**src/rtl/monitor_port_map.svh**
```systemverilog
`ifndef MONITOR_PORT_MAP_SVH
`define MONITOR_PORT_MAP_SVH
`define MON_BIT_CYCLES 256
`define MON_BREAK_BITS 10
`define MON_BREAK_LOW_BITS 9
`define MON_RECOVERY_BITS 2
`define MON_RESET_VEC_HI 16'hFEFE
`define MON_RESET_VEC_LO 16'hFEFF
`define MON_SWI_VEC_HI 16'hFEFC
`define MON_SWI_VEC_LO 16'hFEFD
`define USER_RESET_VEC_HI 16'hFFFE
`define USER_RESET_VEC_LO 16'hFFFF
`define USER_SWI_VEC_HI 16'hFFFC
`define USER_SWI_VEC_LO 16'hFFFD
`define CMD_READ 8'h4A
`define CMD_WRITE 8'h49
`define CMD_INDEXED_READ_CMD 8'h1A
`define CMD_INDEXED_WRITE_CMD 8'h19
`define CMD_SPREAD 8'h0C
`define CMD_RUN 8'h28
`endif

```
**src/rtl/monitor_port_pkg.sv**
```systemverilog
package monitor_port_pkg;
   typedef enum {CMD_IDLE, CMD_ADDR_HI, CMD_ADDR_LO, CMD_DATA, CMD_MEM, CMD_SEND} cmd_state_e;
   typedef enum {TX_IDLE, TX_START, TX_DATA, TX_STOP, TX_BREAK, TX_HIGH} tx_state_e;
   typedef logic [7:0] byte_t;
endpackage

```
**src/rtl/byte_stream_if.sv**
```systemverilog
`timescale 1ns/1ps
interface byte_stream_if #(parameter int WIDTH = 9);
   logic valid;
   logic ready;
   logic [WIDTH-1:0] data;
   modport source (output valid, output data, input ready);
   modport sink (input valid, input data, output ready);
endinterface

```
**src/rtl/stream_fifo.sv**
```systemverilog
`timescale 1ns/1ps
module stream_fifo #(
   parameter int WIDTH = 9,
   parameter int DEPTH = 32
) (
   input wire logic i_clk,
   input wire logic i_resetn,
   byte_stream_if.sink wr,
   byte_stream_if.source rd
);
   localparam int AW = $clog2(DEPTH);
   initial begin
      if (DEPTH < 2 || (1 << AW) != DEPTH) $error("DEPTH must be a power of two");
   end
   logic [WIDTH-1:0] mem [DEPTH];
   logic [AW:0] wptr;
   logic [AW:0] rptr;
   logic [WIDTH-1:0] rdata;
   wire full = (wptr[AW] != rptr[AW]) && (wptr[AW-1:0] == rptr[AW-1:0]);
   wire empty = (wptr == rptr);
   wire push = wr.valid && !full;
   wire pop = rd.ready && !empty;
   assign wr.ready = !full;
   assign rd.valid = !empty;
   assign rd.data = rdata;
   always_comb begin
      rdata = mem[rptr[AW-1:0]];
   end
   always_ff @(posedge i_clk) begin
      if (push) begin
         mem[wptr[AW-1:0]] <= wr.data;
      end
   end
   always_ff @(posedge i_clk) begin
      if (!i_resetn) begin
         wptr <= '0;
      end else if (push) begin
         wptr <= wptr + 1'b1;
      end
   end
   always_ff @(posedge i_clk) begin
      if (!i_resetn) begin
         rptr <= '0;
      end else if (pop) begin
         rptr <= rptr + 1'b1;
      end
   end
endmodule // stream_fifo

```
**src/rtl/single_wire_monitor_port.sv**
```systemverilog
`timescale 1ns/1ps
`include "monitor_port_map.svh"
// What this block does
// Monitor mode is latched from straps at reset release, then straps are ignored.
// Divide select low: clock generator output equals crystal clock, bus is half.
// Divide select high: bus is input clock divided by four, PLL needs this.
// After monitor reset with the serial pin high at reset release, transmit a break of ten zero bits.
// Monitor mode uses reset vector FEFE/FEFF and interrupt vector FEFC/FEFD.
// Serial pin low at reset release starts execution at RAM base plus one.
// Software interrupt from downloaded code returns control to monitor firmware.
// Watchdog held disabled while high voltage present; enabled once removed.
// Mark/space NRZ framing, same baud rate in both directions.
// Received break: release pin high (pullup) two bit times, then echo the break.
// Bit rate equals bus clock divided by 256.
// Every received byte is echoed at once.
// Read data is sent only after the last command byte echo completes.
// Commands: read, write, indexed read/write, stack pointer read, run ($28).
// Indexed commands step through consecutive addresses over 64 Kbytes.
// Serial pin is wired-OR with pullup; never driven high actively.
// Host re-establishes baud after PLL switches onto the bus.
// Byte: low start bit, eight data bits LSB first, high stop bit.
module single_wire_monitor_port
   import monitor_port_pkg::*;
#(
   parameter int BIT_CYCLES = `MON_BIT_CYCLES,
   parameter int FIFO_DEPTH = 32,
   parameter logic [15:0] RAM_BASE = 16'h0040
) (
   input wire logic i_clk,
   input wire logic i_resetn,
   input wire logic i_reset_pin_n,
   input wire logic i_reset_pin_high_voltage,
   input wire logic i_high_voltage_entry_pin,
   input wire logic i_entry_strap_a,
   input wire logic i_entry_strap_b,
   input wire logic i_clock_divide_select_pin,
   input wire logic i_pll_selected,
   input wire logic i_monitor_serial_pin_in,
   output logic o_monitor_serial_pin_out,
   output logic o_monitor_serial_pin_oe,
   input wire logic i_software_interrupt,
   output logic o_monitor_mode,
   output logic o_ram_jump,
   output logic [15:0] o_start_address,
   output logic [15:0] o_reset_vector_hi,
   output logic [15:0] o_reset_vector_lo,
   output logic [15:0] o_swi_vector_hi,
   output logic [15:0] o_swi_vector_lo,
   output logic o_use_pll_clock,
   output logic [1:0] o_bus_divide,
   output logic o_clock_gen_bypass,
   output logic o_watchdog_enable,
   output logic o_mem_req,
   output logic o_mem_write,
   output logic [15:0] o_mem_addr,
   output logic [7:0] o_mem_wdata,
   input wire logic [7:0] i_mem_rdata,
   input wire logic [15:0] i_stack_pointer,
   output logic o_run_pulse
);
   initial begin
      if (BIT_CYCLES < 4) $error("BIT_CYCLES too small");
   end
   localparam int CW = $clog2(BIT_CYCLES + 1);

   // Pin synchronisers
   logic [1:0] rst_s, hv_s, hvr_s, sa_s, sb_s, cds_s, ser_s;
   always_ff @(posedge i_clk) begin
      if (!i_resetn) begin
         rst_s <= 2'h0;
         hv_s <= 2'h0;
         hvr_s <= 2'h0;
         sa_s <= 2'h0;
         sb_s <= 2'h0;
         cds_s <= 2'h0;
         ser_s <= 2'h3;
      end else begin
         rst_s <= {rst_s[0], i_reset_pin_n};
         hv_s <= {hv_s[0], i_high_voltage_entry_pin};
         hvr_s <= {hvr_s[0], i_reset_pin_high_voltage};
         sa_s <= {sa_s[0], i_entry_strap_a};
         sb_s <= {sb_s[0], i_entry_strap_b};
         cds_s <= {cds_s[0], i_clock_divide_select_pin};
         ser_s <= {ser_s[0], i_monitor_serial_pin_in};
      end
   end
   wire rx_pin = ser_s[1];
   logic rst_d;
   always_ff @(posedge i_clk) begin
      if (!i_resetn) begin
         rst_d <= 1'b0;
      end else begin
         rst_d <= rst_s[1];
      end
   end
   wire rst_rise = rst_s[1] && !rst_d;
   wire in_reset = !rst_s[1];

   // Mode latch at the rising edge of the reset pin
   logic div_sel;
   always_ff @(posedge i_clk) begin
      if (!i_resetn) begin
         o_monitor_mode <= 1'b0;
         div_sel <= 1'b0;
         o_ram_jump <= 1'b0;
      end else if (rst_rise) begin
         o_monitor_mode <= hv_s[1] && sa_s[1] && !sb_s[1];
         div_sel <= cds_s[1];
         o_ram_jump <= !rx_pin;
      end
   end
   always_comb begin
      o_clock_gen_bypass = o_monitor_mode && !div_sel;
      o_bus_divide = (o_monitor_mode && !div_sel) ? 2'h2 : 2'h3;
      o_use_pll_clock = o_monitor_mode && div_sel && i_pll_selected;
      o_start_address = o_ram_jump ? RAM_BASE + 16'h0001 : `MON_RESET_VEC_HI;
      o_reset_vector_hi = o_monitor_mode ? `MON_RESET_VEC_HI : `USER_RESET_VEC_HI;
      o_reset_vector_lo = o_monitor_mode ? `MON_RESET_VEC_LO : `USER_RESET_VEC_LO;
      o_swi_vector_hi = o_monitor_mode ? `MON_SWI_VEC_HI : `USER_SWI_VEC_HI;
      o_swi_vector_lo = o_monitor_mode ? `MON_SWI_VEC_LO : `USER_SWI_VEC_LO;
      o_watchdog_enable = !(hv_s[1] || hvr_s[1]);
   end

   tx_state_e tx_state;
   wire tx_active = tx_state != TX_IDLE;
   // Receiver, sampling mid-bit on the common bit period
   logic rx_busy;
   logic [CW-1:0] rx_cnt;
   logic [3:0] rx_bit;
   logic [8:0] rx_shift;
   logic rx_done;
   always_ff @(posedge i_clk) begin
      if (!i_resetn || in_reset) begin
         rx_busy <= 1'b0;
         rx_cnt <= '0;
         rx_bit <= 4'h0;
         rx_shift <= 9'h000;
         rx_done <= 1'b0;
      end else begin
         rx_done <= 1'b0;
         if (!rx_busy) begin
            if (!rx_pin && o_monitor_mode && !tx_active) begin
               rx_busy <= 1'b1;
               rx_cnt <= CW'(BIT_CYCLES / 2);
               rx_bit <= 4'h0;
            end
         end else if (rx_cnt == '0) begin
            rx_cnt <= CW'(BIT_CYCLES - 1);
            if (rx_bit == 4'h0 && rx_pin) begin
               rx_busy <= 1'b0;
            end else if (rx_bit == 4'h9) begin
               rx_busy <= 1'b0;
               rx_done <= 1'b1;
               rx_shift <= {rx_pin, rx_shift[8:1]};
            end else begin
               rx_bit <= rx_bit + 4'h1;
               if (rx_bit != 4'h0) begin
                  rx_shift <= {rx_pin, rx_shift[8:1]};
               end
            end
         end else begin
            rx_cnt <= rx_cnt - CW'(1);
         end
      end
   end
   wire [7:0] rx_byte = rx_shift[7:0];
   wire rx_break = rx_done && rx_shift == 9'h000;

   // Transmit queue: bit 8 marks a break request
   byte_stream_if #(.WIDTH(9)) q_in ();
   byte_stream_if #(.WIDTH(9)) q_out ();
   stream_fifo #(.WIDTH(9), .DEPTH(FIFO_DEPTH)) u_fifo (
      .i_clk(i_clk),
      .i_resetn(i_resetn && !in_reset),
      .wr(q_in),
      .rd(q_out)
   );

   // Transmitter, open-drain: only ever pulls low
   logic [CW-1:0] tx_cnt;
   logic [3:0] tx_bit;
   logic [7:0] tx_shift;
   logic tx_level;
   assign q_out.ready = tx_state == TX_IDLE;
   always_ff @(posedge i_clk) begin
      if (!i_resetn || in_reset) begin
         tx_state <= TX_IDLE;
         tx_cnt <= '0;
         tx_bit <= 4'h0;
         tx_shift <= 8'h00;
         tx_level <= 1'b1;
      end else begin
         case (tx_state)
            TX_IDLE: begin
               tx_level <= 1'b1;
               if (q_out.valid) begin
                  tx_cnt <= CW'(BIT_CYCLES - 1);
                  tx_bit <= 4'h0;
                  if (q_out.data[8]) begin
                     tx_level <= q_out.data[0];
                     tx_state <= q_out.data[0] ? TX_HIGH : TX_BREAK;
                  end else begin
                     tx_shift <= q_out.data[7:0];
                     tx_level <= 1'b0;
                     tx_state <= TX_DATA;
                  end
               end
            end
            TX_HIGH: begin
               if (tx_cnt == '0) begin
                  tx_cnt <= CW'(BIT_CYCLES - 1);
                  if (tx_bit == 4'(`MON_RECOVERY_BITS - 1)) begin
                     tx_bit <= 4'h0;
                     tx_level <= 1'b0;
                     tx_state <= TX_BREAK;
                  end else begin
                     tx_bit <= tx_bit + 4'h1;
                  end
               end else begin
                  tx_cnt <= tx_cnt - CW'(1);
               end
            end
            TX_BREAK: begin
               tx_level <= 1'b0;
               if (tx_cnt == '0) begin
                  tx_cnt <= CW'(BIT_CYCLES - 1);
                  if (tx_bit == 4'(`MON_BREAK_BITS - 1)) begin
                     tx_level <= 1'b1;
                     tx_state <= TX_STOP;
                  end else begin
                     tx_bit <= tx_bit + 4'h1;
                  end
               end else begin
                  tx_cnt <= tx_cnt - CW'(1);
               end
            end
            TX_DATA: begin
               if (tx_cnt == '0) begin
                  tx_cnt <= CW'(BIT_CYCLES - 1);
                  if (tx_bit == 4'h8) begin
                     tx_level <= 1'b1;
                     tx_state <= TX_STOP;
                  end else begin
                     tx_level <= tx_shift[0];
                     tx_shift <= {1'b0, tx_shift[7:1]};
                     tx_bit <= tx_bit + 4'h1;
                  end
               end else begin
                  tx_cnt <= tx_cnt - CW'(1);
               end
            end
            TX_STOP: begin
               if (tx_cnt == '0) begin
                  tx_state <= TX_IDLE;
               end else begin
                  tx_cnt <= tx_cnt - CW'(1);
               end
            end
            default: tx_state <= TX_IDLE;
         endcase
      end
   end
   assign o_monitor_serial_pin_out = 1'b0;
   assign o_monitor_serial_pin_oe = !tx_level;

   // Command engine
   cmd_state_e cmd_state;
   byte_t opcode;
   logic [15:0] addr;
   logic [15:0] ix_addr;
   logic [1:0] send_left;
   logic [15:0] send_word;
   logic boot_break;
   logic mem_pend;
   always_ff @(posedge i_clk) begin
      if (!i_resetn || in_reset) begin
         boot_break <= 1'b0;
      end else if (!rst_rise && o_monitor_mode && !o_ram_jump) begin
         boot_break <= 1'b1;
      end
   end
   logic swi_break;
   always_ff @(posedge i_clk) begin
      if (!i_resetn || in_reset) begin
         swi_break <= 1'b0;
      end else begin
         swi_break <= o_monitor_mode && i_software_interrupt;
      end
   end
   wire boot_req = o_monitor_mode && !o_ram_jump && !boot_break && !rst_rise;
   always_comb begin
      q_in.valid = 1'b0;
      q_in.data = 9'h000;
      if (rx_break) begin
         q_in.valid = 1'b1;
         q_in.data = 9'h101;
      end else if (rx_done) begin
         q_in.valid = 1'b1;
         q_in.data = {1'b0, rx_byte};
      end else if (boot_req || swi_break) begin
         q_in.valid = 1'b1;
         q_in.data = 9'h100;
      end else if (cmd_state == CMD_SEND && !tx_active && !q_out.valid) begin
         q_in.valid = 1'b1;
         q_in.data = {1'b0, send_word[15:8]};
      end
   end
   assign o_mem_req = mem_pend;
   always_ff @(posedge i_clk) begin
      if (!i_resetn || in_reset) begin
         cmd_state <= CMD_IDLE;
         opcode <= 8'h00;
         addr <= 16'h0000;
         ix_addr <= 16'h0000;
         send_left <= 2'h0;
         send_word <= 16'h0000;
         mem_pend <= 1'b0;
         o_mem_write <= 1'b0;
         o_mem_addr <= 16'h0000;
         o_mem_wdata <= 8'h00;
         o_run_pulse <= 1'b0;
      end else begin
         mem_pend <= 1'b0;
         o_run_pulse <= 1'b0;
         case (cmd_state)
            CMD_IDLE: begin
               if (rx_done && !rx_break) begin
                  opcode <= rx_byte;
                  case (rx_byte)
                     `CMD_READ, `CMD_WRITE: cmd_state <= CMD_ADDR_HI;
                     `CMD_INDEXED_WRITE_CMD: cmd_state <= CMD_DATA;
                     `CMD_INDEXED_READ_CMD: begin
                        o_mem_addr <= ix_addr;
                        o_mem_write <= 1'b0;
                        mem_pend <= 1'b1;
                        cmd_state <= CMD_MEM;
                     end
                     `CMD_SPREAD: begin
                        send_word <= i_stack_pointer;
                        send_left <= 2'h2;
                        cmd_state <= CMD_SEND;
                     end
                     `CMD_RUN: o_run_pulse <= 1'b1;
                     default: cmd_state <= CMD_IDLE;
                  endcase
               end
            end
            CMD_ADDR_HI: if (rx_done) begin
               addr[15:8] <= rx_byte;
               cmd_state <= CMD_ADDR_LO;
            end
            CMD_ADDR_LO: if (rx_done) begin
               addr[7:0] <= rx_byte;
               if (opcode == `CMD_WRITE) begin
                  cmd_state <= CMD_DATA;
               end else begin
                  o_mem_addr <= {addr[15:8], rx_byte};
                  o_mem_write <= 1'b0;
                  mem_pend <= 1'b1;
                  cmd_state <= CMD_MEM;
               end
            end
            CMD_DATA: if (rx_done) begin
               o_mem_addr <= opcode == `CMD_WRITE ? addr : ix_addr;
               o_mem_wdata <= rx_byte;
               o_mem_write <= 1'b1;
               mem_pend <= 1'b1;
               ix_addr <= (opcode == `CMD_WRITE ? addr : ix_addr) + 16'h0001;
               cmd_state <= CMD_IDLE;
            end
            CMD_MEM: begin
               send_word <= {i_mem_rdata, 8'h00};
               send_left <= 2'h1;
               ix_addr <= o_mem_addr + 16'h0001;
               cmd_state <= CMD_SEND;
            end
            CMD_SEND: if (q_in.valid && q_in.ready && !rx_done && !boot_req && !swi_break) begin
               send_word <= {send_word[7:0], 8'h00};
               send_left <= send_left - 2'h1;
               if (send_left == 2'h1) begin
                  cmd_state <= CMD_IDLE;
               end
            end
            default: cmd_state <= CMD_IDLE;
         endcase
      end
   end
endmodule // single_wire_monitor_port

```
**config.mk**
```make
export PLATFORM = sky130hd
export DESIGN_NAME = single_wire_monitor_port
export DESIGN_NICKNAME = d
export VERILOG_FILES = /design/src/rtl/monitor_port_pkg.sv /design/src/rtl/byte_stream_if.sv /design/src/rtl/stream_fifo.sv /design/src/rtl/single_wire_monitor_port.sv
export VERILOG_INCLUDE_DIRS = /design/src /design/src/rtl
export SDC_FILE = /design/constraint.sdc
export NUM_CORES = 1
export LEC_CHECK = 0
export ABC_CLOCK_PERIOD_IN_PS = 3500
export BUFFER_PORTS_ARGS = -buffer_cell sky130_fd_sc_hd__buf_2
export CAP_MARGIN = 40
export CELL_PAD_IN_SITES_DETAIL_PLACEMENT = 1
export CELL_PAD_IN_SITES_GLOBAL_PLACEMENT = 2
export CORE_ASPECT_RATIO = 1.25
export CORE_MARGIN = 1.5
export CORE_UTILIZATION = 40
export DETAILED_ROUTE_END_ITERATION = 6
export PLACE_DENSITY_LB_ADDON = 0.1
export REMOVE_ABC_BUFFERS = 1
export SETUP_SLACK_MARGIN = 0.1
export SLEW_MARGIN = 25
export SYNTH_ARGS = -nofsm -noshare
export SYNTH_HDL_FRONTEND = slang
export SYNTH_HIERARCHICAL = 1
export SYNTH_SLANG_ARGS = --single-unit
```
**constraint.sdc**
```tcl
create_clock -name i_clk -period 3.5 [get_ports i_clk]
set_input_delay 0.35 -clock i_clk [delete_from_list [all_inputs] [get_ports i_clk]]
set_output_delay 0.35 -clock i_clk [all_outputs]
set_load 0.03 [all_outputs]
```
==> out/metrics.yaml, run 1 <==
power_leakage_nw: 7.23
max_slew_margin_vs_limit_pct: 51.2
wire_length_of_the_first_global_routing_pass_um: 83600
power_per_cell_area_nw_per_um2: 464
max_clock_freq_mhz: 319
instances_no_fill: 2425
drive_above_1_share_pct: 22.1
reg_clk_slew_reported_paths_ns: 0.06
synthesis.area_per_instance_sq_um: 12.7
period_minus_slack_ns: 3.14
critical_path_class: "flop to flop"
grt_pass1_vias: 13665
drt_iter0_drc: 656
report.final.hold_viol_count: 0
core-area_sq_um: 50300
cts-root-to-sink-buffers: 3
route.detailed.wl_per_inst_um: 22.5
numPortBuffers: 86
post_synth_num_cell_types: 81
startpoint_type: "flop"
route.detailed.vias_per_inst: 5.40
synth_edf_count: 288
ios: 151
initial_utilization_pct: 40.4
setup.worst_path.end_class: "flop"
synth_top_cells_by_count: "edfxtp_1, dfxtp_1, nor2_1"
synth.largest_area_cell: "edfxtp_1"
grt_util_all_layers_pct: 21.4
ys.warnings.count: 6
final_max_slew_violation_count: 0
synth.ff_latch_count: 462
grt_start_max_net_pins: 63
run_status: "complete, no violations"
placement_row_count: 92
gp_congestion: 0.815
report.power.total_mw: 10.8
synth_largest_type_area_fraction_pct: 42.5
period_utilization_post_route_pct: 89.6
post_synth_main_area_contributors: "edfxtp_1, dfxtp_1, mux4_2"
postSynthCellCount: 1595
synth_most_common_cell: "edfxtp_1"
cts.root.buffer_cell: "clkbuf_16"
finalSetupViolations: 0
drtAntennaViolNets: 0
clock-skew-final_ns: 0.0102
drv_cap: 0
finalCoreUtilization_pct: 46.1
critPathRequiredTime_ns: 3.80
overflow: 0
fin_nets: 1777
synthArstFlopShare_pct: 0
worst_min_delay_path_category: "input port to flop"
setup_repair_after_global_routing_missed_its_margin: "no"
floorplan.die.width_um: 205
peak_supply_drop_mv: 0.299
synth_sequential_area_ratio_pct: 59.7
arrival_ns: 3.44
area_growth_pct: 14.1
first_drt_pass_iteration_count: 5
dieArea_sq_um: 52200
clk-insertion-delay-late_ns: 0.60
postRouteWirelength_um: 54600
tightest_slew_ns: 0.732
dr_total_vias: 13105
count_of_antenna_diodes_in_the_layout: 0
dp.final_hpwl_um: 36800
critPathMaxFanout: 9
cts_made_buffers: 49
ctsHtreeMaxLevel: 2
ys_dominant_reg_cell: "edfxtp_1"
antenna_violations_before_repair: 0
placed_cells_incl_taps: 2326
drc: 0
cts_tree: "done"
syn_area_sq_um: 20300
tritoncts_num_sinks: 462
die_height_um: 255
[cells by family after synthesis]
logic type / count (synthesis) / synth area share (%)
AOI/OAI and AO/OA: 278 / 8.91
xor gates and xnor gates: 30 / 1.29
other: 2 / 0.0369
buffers and inverters: 204 / 5.68
adders and majority gates: 15 / 0.923
DFF: 462 / 59.7
muxes: 129 / 12.0
and+or+nand+nor: 475 / 11.5
[final cells by class]
type                       count  area [sq um]
fill                        5218         27100
sequential                   462         12100
multi-input combinational    991          7290
clock buffer                  73          1390
timing repair buffer         192          1330
tap                          658           823
inverter                      31           116
clock inverter                18           111
[metal layers]
| layer | part of all wire [%] | routed length [um] | vias up | track usage (%) |
|---|---|---|---|---|
| met5 | 0 | 0 | - | 0 |
| met4 | 3.1 | 1720 | 0 | 7.29 |
| met3 | 4.3 | 2340 | 91 | 3.18 |
| met2 | 52 | 28200 | 312 | 38.2 |
| met1 | 41 | 22400 | 6647 | 26.3 |
| li1 | - | - | 6055 | - |
[repair_timing]
action	in CTS	in global routing
gates resized for setup	0	0
hold buffers	7	0
endpoints found under the setup margin	0	0
setup buffers	0	0
hold endpoints to repair	7	0
[layout by cell type (no fill, tap or decap), types with 5 or more instances in the layout]
cell type	count
a211oi_1	17
clkbuf_8	7
or3_1	15
a22oi_1	13
nand4_1	7
buf_4	91
a311oi_1	18
dlygate4sd3_1	7
nand3b_1	5
xor2_1	6
clkbuf_1	17
nor2_1	161
a22o_1	7
conb_1	64
mux4_2	90
clkbuf_16	49
mux2_2	10
ha_1	15
buf_12	7
a31oi_1	15
and2_1	20
nor3_1	16
a21oi_1	115
o21ai_1	13
dfxtp_1	172
o21ai_0	34
and3_1	8
nand2_1	125
nand2b_1	12
nor3b_1	12
inv_1	31
mux2i_1	29
nand3_1	44
xnor2_1	24
buf_2	87
nor2b_1	10
clkinv_1	6
edfxtp_1	288
clkinv_2	8
[path summary, 6_finish.rpt]
check | slack (ns) | from | cells after the start | end
setup / recovery | 0.36 | u_fifo/rptr[5] | 10 | u_fifo/mem[9][4]
hold / removal | 0.06 | i_software_interrupt | 2 | swi_break
setup reg to reg | 0.36 | u_fifo/rptr[5] | 10 | u_fifo/mem[9][4]
hold reg to reg | 0.42 | ser_s[0] | 1 | ser_s[1]
[per-stage QoR]
stage	worst slack [ns]	TNS [ns]	cell area, sq um	hold WS (ns)
2_1_floorplan	-1.91	-28.68	19500	0.386
6_report	0.364	0	23200	0.0645
4_1_cts	0.265	0	23200	0.0128
5_1_grt	0.124	0	23200	0.0432
3_3_place_gp	0.382	0	21600	0.395
3_5_place_dp	0.281	0	21600	0.411
[sequential cells by signal, summed over array words and instances, names as in the netlist, 9 cells and up, named ones only]
| name | flops |
|---|---|
| tx_cnt | 9 |
| u_fifo/mem | 288 |
| o_mem_addr | 16 |
| addr | 16 |
| rx_cnt | 9 |
| rx_shift | 9 |
| ix_addr | 16 |
| send_word | 16 |
[critical path, stage by stage (launching register included)]
cell and delay, ns:
dfxtp_1 0.35, xnor2_1 0.39, and3_1 0.28, nand2_1 0.14
nor2_1 0.17, nand3_1 0.14, nand2_1 0.18, o31a_1 0.35
nand2_1 0.40, nor2_1 0.23, buf_4 0.21
[where the power goes]
group	switching [mW]	total (mW)	internal (mW)
Sequential	0.00312	5.73	5.72
Clock	2.14	4.88	2.74
Combinational	0.131	0.163	0.0317
(Power assumes the default switching activity.)
==> run 2: changes to the inputs <==
--- a/config.mk
+++ b/config.mk
@@ -7,14 +7,14 @@
 export NUM_CORES = 1
 export LEC_CHECK = 0
 export ABC_CLOCK_PERIOD_IN_PS = 3500
-export BUFFER_PORTS_ARGS = -buffer_cell sky130_fd_sc_hd__buf_2
 export CAP_MARGIN = 40
 export CELL_PAD_IN_SITES_DETAIL_PLACEMENT = 1
 export CELL_PAD_IN_SITES_GLOBAL_PLACEMENT = 2
 export CORE_ASPECT_RATIO = 1.25
 export CORE_MARGIN = 1.5
-export CORE_UTILIZATION = 40
+export CORE_UTILIZATION = 44
 export DETAILED_ROUTE_END_ITERATION = 6
+export DONT_BUFFER_PORTS = 1
 export PLACE_DENSITY_LB_ADDON = 0.1
 export REMOVE_ABC_BUFFERS = 1
 export SETUP_SLACK_MARGIN = 0.1
==> out/metrics.yaml, run 2 (same netlist as run 1, synthesis figures left out) <==
grt_start_max_net_pins: 54  # -14%
antenna_violations_before_repair: 0  # unchanged
startpoint_type: "flop"
drc: 0  # unchanged
n_fill_cell: 4625  # -11%
cpPeakStageDelay_ns: 0.42  # +0.02 ns
crit_slowest_cell: "xnor2_1"
power_leakage_nw: 6.97  # -3.6%
arrival_ns: 3.28  # -0.16 ns
stdcell_area_sq_um: 22900  # -1.4%
cts_made_buffers: 48  # -2.0%
timing.hold.worst_path_depth: 3  # +1
largest_register_ffs: 288  # unchanged
worst_path_dominant_cell_family: "simple AND/OR/NAND/NOR gates"
count_of_antenna_diodes_in_the_layout: 0  # unchanged
worstReg2RegStart: "u_fifo/rptr[5]"
regToRegEndpoint: "u_fifo/mem[17][8]"
tritoncts_num_sinks: 462  # unchanged
route.detailed.wl_per_inst_um: 23.6  # +4.7%
reg_clk_slew_reported_paths_ns: 0.06  # about the same
first_drt_pass_iteration_count: 5  # unchanged
ios: 151  # unchanged
cts_post_setup_buffers_inserted: 0  # unchanged
multi_input_area_sq_um: 7300  # about the same
tightest_slew_ns: 0.732  # -0.000615 ns
setup_repair_after_global_routing_missed_its_margin: "no"
drive_above_1_share_pct: 18.8  # -3.4 points
power_per_cell_area_nw_per_um2: 481  # +3.6%
die_height_um: 243  # -4.6%
max_clock_freq_mhz: 335  # +5.0%
cts_tree: "done"
ctsHtreeMaxLevel: 2  # unchanged
floorplan.die.width_um: 195  # -4.6%
grt_util_all_layers_pct: 22.9  # +1.5 points
period_minus_slack_ns: 2.99  # -0.149 ns
final_max_slew_violation_count: 0  # unchanged
place_worst_setup_slack_ns: 0.494  # +0.213 ns
initial_utilization_pct: 44.8  # +4.4 points
critPathMaxFanout: 9  # unchanged
cts.root.buffer_cell: "clkbuf_16"
timing.reg2reg.worst_path_depth: 10  # unchanged
ctsHoldBuffers: 9  # +2
dp.final_hpwl_um: 35900  # -2.5%
layout_commonest_cell: "edfxtp_1"
cts-root-to-sink-buffers: 3  # unchanged
dr_total_vias: 12821  # -2.2%
area.sequential_sq_um: 12100  # unchanged
crit_path_buffers_inverters: 1  # unchanged
worst_min_delay_path_category: "input port to flop"
critical_path_class: "flop to flop"
fin_nets: 1701  # -4.3%
clk-insertion-delay-late_ns: 0.60  # about the same
cp_common_cell: "nand2_1"
period_utilization_post_route_pct: 85.4  # -4.3 points
drt_iter0_drc: 785  # +20%
path_cells: "xnor2_1 > and3_1 > nand2_1 > nor2_1 > nand3_1 > nand2_1 > o31a_1 > nand2_1 > nor2_1 > buf_4"
timing.hold.worst.start: "i_stack_pointer[5]"
numPortBuffers: 0  # -100%
peak_supply_drop_mv: 0.346  # +16%
cts.repair.resized: 0  # unchanged
route.detailed.vias_per_inst: 5.66  # +4.7%
run_status: "complete, no violations"
drv_cap: 0  # unchanged
critPathRequiredTime_ns: 3.79  # about the same
report.final.hold_viol_count: 0  # unchanged
finalSetupViolations: 0  # unchanged
wire_length_of_the_first_global_routing_pass_um: 82600  # -1.3%
highest_count_cells_in_the_layout_ignoring_fill_and_taps: "edfxtp_1, dfxtp_1, nor2_1"
worst_setup_slack_final_ns: 0.513  # +0.149 ns
dieArea_sq_um: 47500  # -9.0%
gp_congestion: 0.794  # -2.6%
hold_worst_path_end: "send_word[5]"
area_growth_pct: 12.5
placement_row_count: 87  # -5.4%
dpl_cell_area_sq_um: 21200  # -2.0%
core-area_sq_um: 45400  # -9.8%
grt_pass1_vias: 13596  # -0.50%
postRouteWirelength_um: 53500  # -2.1%
overflow: 0  # unchanged
drtAntennaViolNets: 0  # unchanged
reg2reg_slack_ns: 0.51  # +0.15 ns
clock-skew-final_ns: 0.0186  # +0.00835 ns
max_slew_margin_vs_limit_pct: 50.9  # -0.25 points
setup.worst_path.end_class: "flop"
[run 2: changes by cell type in the layout (fill, tap and decap cells not counted), moves of 2 or more]
| cell | previous run | this run |
|---|---|---|
| buf_2 | 87 | 1 |
| clkbuf_1 | 17 | 11 |
| clkinvlp_4 | 1 | 3 |
| bufinv_16 | 0 | 4 |
| buf_4 | 91 | 98 |
| dlygate4sd3_1 | 7 | 9 |
| clkinv_2 | 8 | 6 |
| buf_16 | 0 | 2 |
[run 2: worst min-delay path, cell delays in order]
cell and delay, ns:
nor3b_1 0.11, a21oi_1 0.11, nor2_1 0.04
[run 2: cell type report]
type | instances | share of cell area, %
sequential | 462 | 53.1
clock buffer | 65 | 5.79
tap | 578 | 3.16
clock inverter | 23 | 1.08
multi-input combinational | 991 | 31.9
timing repair buffer | 117 | 4.46
inverter | 31 | 0.514
[run 2: metrics by stage]
stage               cells  hold slack, ns  setup TNS [ns]  power (mW)  utilization [%]
floorplan            1484           0.386          -28.68        5.96                -
global placement     2165           0.400               0        5.98             46.6
detailed placement   2168           0.403               0        5.98             46.7
CTS                  2265          0.0427               0        11.1             50.3
global route         2267          0.0660               0        11.3             50.4
finish               2267          0.0778               0        11.0             50.4
[run 2: how the worst max path moves through the flow]
stage                        start  slack, ns  cells after the start                end
floorplan                     flop      -1.91                      7        tx_shift[0]
global placement              flop       0.58                      8        tx_state[0]
detailed placement  u_fifo/rptr[5]       0.49                     10  u_fifo/mem[17][2]
CTS                 u_fifo/rptr[5]       0.46                     10  u_fifo/mem[17][0]
global route        u_fifo/wptr[5]       0.21                     10  u_fifo/mem[24][8]
finish              u_fifo/rptr[5]       0.51                     10  u_fifo/mem[17][8]
[run 2: power by group]
group          internal (mW)  leakage (nW)  total (mW)  switching (mW)
registers               5.72          3.68        5.73         0.00290
clock network           2.96         0.761        5.13            2.17
logic                 0.0210          2.53       0.147           0.126
[run 2: routing by layer]
metal | global-route usage, % | part of all wire [%]
met3 | 4.00 | 4.5
met5 | 0 | 0
met2 | 41.5 | 53
met4 | 7.32 | 3.0
met1 | 27.5 | 40
==> run 3: changes to the inputs <==
--- a/config.mk
+++ b/config.mk
@@ -6,7 +6,7 @@
 export SDC_FILE = /design/constraint.sdc
 export NUM_CORES = 1
 export LEC_CHECK = 0
-export ABC_CLOCK_PERIOD_IN_PS = 3500
+export ABC_CLOCK_PERIOD_IN_PS = 3200
 export CAP_MARGIN = 40
 export CELL_PAD_IN_SITES_DETAIL_PLACEMENT = 1
 export CELL_PAD_IN_SITES_GLOBAL_PLACEMENT = 2
==> constraint.sdc (replaced) <==
create_clock -name i_clk -period 3.2 [get_ports i_clk]
set_input_delay 0.32 -clock i_clk [delete_from_list [all_inputs] [get_ports i_clk]]
set_output_delay 0.32 -clock i_clk [all_outputs]
set_load 0.03 [all_outputs]
==> out/metrics.yaml, run 3 (same netlist as run 1, synthesis figures left out) <==
crit_cells: 9  # -1
grt_start_max_net_pins: 120  # +120%
core-area_sq_um: 45400  # unchanged
overflow: 0  # unchanged
report.final.hold_viol_count: 0  # unchanged
startpoint_type: "flop"
initial_utilization_pct: 44.8  # unchanged
worst_path_dominant_cell_family: "multiplexers"
critPathMaxFanout: 26  # +17
fin_nets: 1702  # +0.059%
ctsHtreeMaxLevel: 2  # unchanged
arrival_ns: 3.30  # +0.02 ns
period_minus_slack_ns: 2.85  # -0.137 ns
crit_slowest_cell: "mux4_2"
gp_congestion: 0.791  # -0.43%
worst_min_delay_path_category: "input port to flop"
reg2reg_slack_ns: 0.35  # -0.16 ns
largest_register_ffs: 288  # unchanged
ios: 151  # unchanged
regToRegEndpoint: "tx_shift[2]"
power_per_cell_area_nw_per_um2: 522  # +8.6%
area_growth_pct: 12.8
drv_cap: 0  # unchanged
grt_pass1_vias: 13474  # -0.90%
clock-skew-final_ns: 0.0163  # -0.00229 ns
wire_length_of_the_first_global_routing_pass_um: 81600  # -1.2%
worst_setup_slack_final_ns: 0.350  # -0.163 ns
cp_common_cell: "mux4_2"
stdcell_area_sq_um: 22900  # +0.22%
finalCoreUtilization_pct: 50.5  # +0.11 points
cts_tree: "done"
endpoint: "tx_shift[2]"
highest_count_cells_in_the_layout_ignoring_fill_and_taps: "edfxtp_1, dfxtp_1, nor2_1"
tightest_slew_ns: 0.802  # +0.0698 ns
dp.final_hpwl_um: 34400  # -4.2%
route.detailed.wl_per_inst_um: 23.2  # -1.7%
place_worst_setup_slack_ns: 0.343  # -0.151 ns
route.detailed.vias_per_inst: 5.61  # -0.87%
setup_repair_after_global_routing_missed_its_margin: "no"
path_cells: "buf_12 > mux4_2 > mux4_2 > mux2_2 > inv_1 > o2111ai_1 > buf_4 > a21oi_1 > nor2_1"
clk-insertion-delay-late_ns: 0.60  # about the same
cts-root-to-sink-buffers: 3  # unchanged
power_leakage_nw: 6.99  # +0.25%
crit_path_buffers_inverters: 3  # +2
critical_path_class: "flop to flop"
numPortBuffers: 0  # unchanged
max_clock_freq_mhz: 351  # +4.8%
dr_total_vias: 12698  # -0.96%
tritoncts_num_sinks: 462  # unchanged
grt_util_all_layers_pct: 22.5  # -0.40 points
postRouteWirelength_um: 52600  # -1.7%
first_drt_pass_iteration_count: 5  # unchanged
cpPeakStageDelay_ns: 0.55  # +0.13 ns
finalSetupViolations: 0  # unchanged
cts.root.buffer_cell: "clkbuf_16"
n_fill_cell: 4558  # -1.4%
drc: 0  # unchanged
drive_above_1_share_pct: 19.1  # +0.38 points
run_status: "complete, no violations"
antenna_violations_before_repair: 0  # unchanged
max_slew_margin_vs_limit_pct: 46.1  # -4.9 points
count_of_antenna_diodes_in_the_layout: 0  # unchanged
placement_row_count: 87  # unchanged
dpl_cell_area_sq_um: 21300  # +0.45%
final_max_slew_violation_count: 0  # unchanged
floorplan.die.width_um: 195  # unchanged
drt_iter0_drc: 764  # -2.7%
critPathRequiredTime_ns: 3.65  # -0.14 ns
die_height_um: 243  # unchanged
period_utilization_post_route_pct: 89.1  # +3.7 points
reg_clk_slew_reported_paths_ns: 0.06  # about the same
layout_commonest_cell: "edfxtp_1"
timing.reg2reg.worst_path_depth: 9  # -1
dieArea_sq_um: 47500  # unchanged
drtAntennaViolNets: 0  # unchanged
peak_supply_drop_mv: 0.361  # +4.2%
cts_made_buffers: 46  # -4.2%
setup.worst_path.end_class: "flop"
## run 3: cell types whose count changed in the layout (fill, tap and decap cells not counted), sizes merged
cell	change
clkinvlp	-2
clkinv	+8
clkbuf	-11
bufinv	+2
inv	-2
buf	+3
## run 3: how the worst min path moves through the flow
stage                                  start      endpoint  slack [ns]  cells past startpoint
after floorplan                     ser_s[0]      ser_s[1]        0.39                      1
after global placement              ser_s[0]      ser_s[1]        0.39                      1
after detailed placement            i_resetn      ser_s[0]        0.40                      1
after CTS                 i_stack_pointer[3]  send_word[3]       0.002                      3
after global routing      i_stack_pointer[3]  send_word[3]        0.02                      3
final                     i_stack_pointer[3]  send_word[3]        0.03                      3
## run 3: worst min-delay path, stage by stage
cell	delay [ns]
nor3b_1	0.11
a21oi_1	0.11
nor2_1	0.04
## run 3: through the flow
| step | cells | hold slack (ns) | power (mW) | TNS (ns) |
|---|---|---|---|---|
| 6_report | 2265 | 0.0302 | 12.0 | 0 |
| 5_1_grt | 2265 | 0.0214 | 12.3 | 0 |
| 4_1_cts | 2264 | 0.00169 | 12.1 | 0 |
| 3_5_place_dp | 2172 | 0.399 | 6.54 | 0 |
| 3_3_place_gp | 2171 | 0.393 | 6.54 | 0 |
| 2_1_floorplan | 1484 | 0.386 | 6.52 | -45.78 |
## run 3: final cells by class
type | count | area, sq um | share of cell area [%]
tap | 578 | 723 | 3.16
inverter | 31 | 118 | 0.513
clock buffer | 54 | 1190 | 5.20
clock inverter | 29 | 352 | 1.53
timing repair buffer | 120 | 1100 | 4.81
sequential | 462 | 12100 | 53.0
multi-input combinational | 991 | 7300 | 31.8
## run 3: power by group
group,internal (mW),total [mW],switching (mW)
combinational,0.0217,0.158,0.136
sequential,6.26,6.26,0.00328
clock,3.18,5.56,2.38
total,9.46,12.0,2.52
## run 3: timing repair
action                                 CTS  global route
hold buffers                             9             0
buffers inserted                         0             0
resized for setup                        0             0
endpoints found under the hold margin   18             0
## run 3: routing by layer
layer	vias up	wire length (um)	track usage [%]	share of wire, %
met4	0	1060	5.68	2.0
met2	234	27100	40.0	52
met3	60	2010	3.41	3.8
li1	5893	-	-	-
met1	6511	22400	28.7	43
met5	-	0	0	0
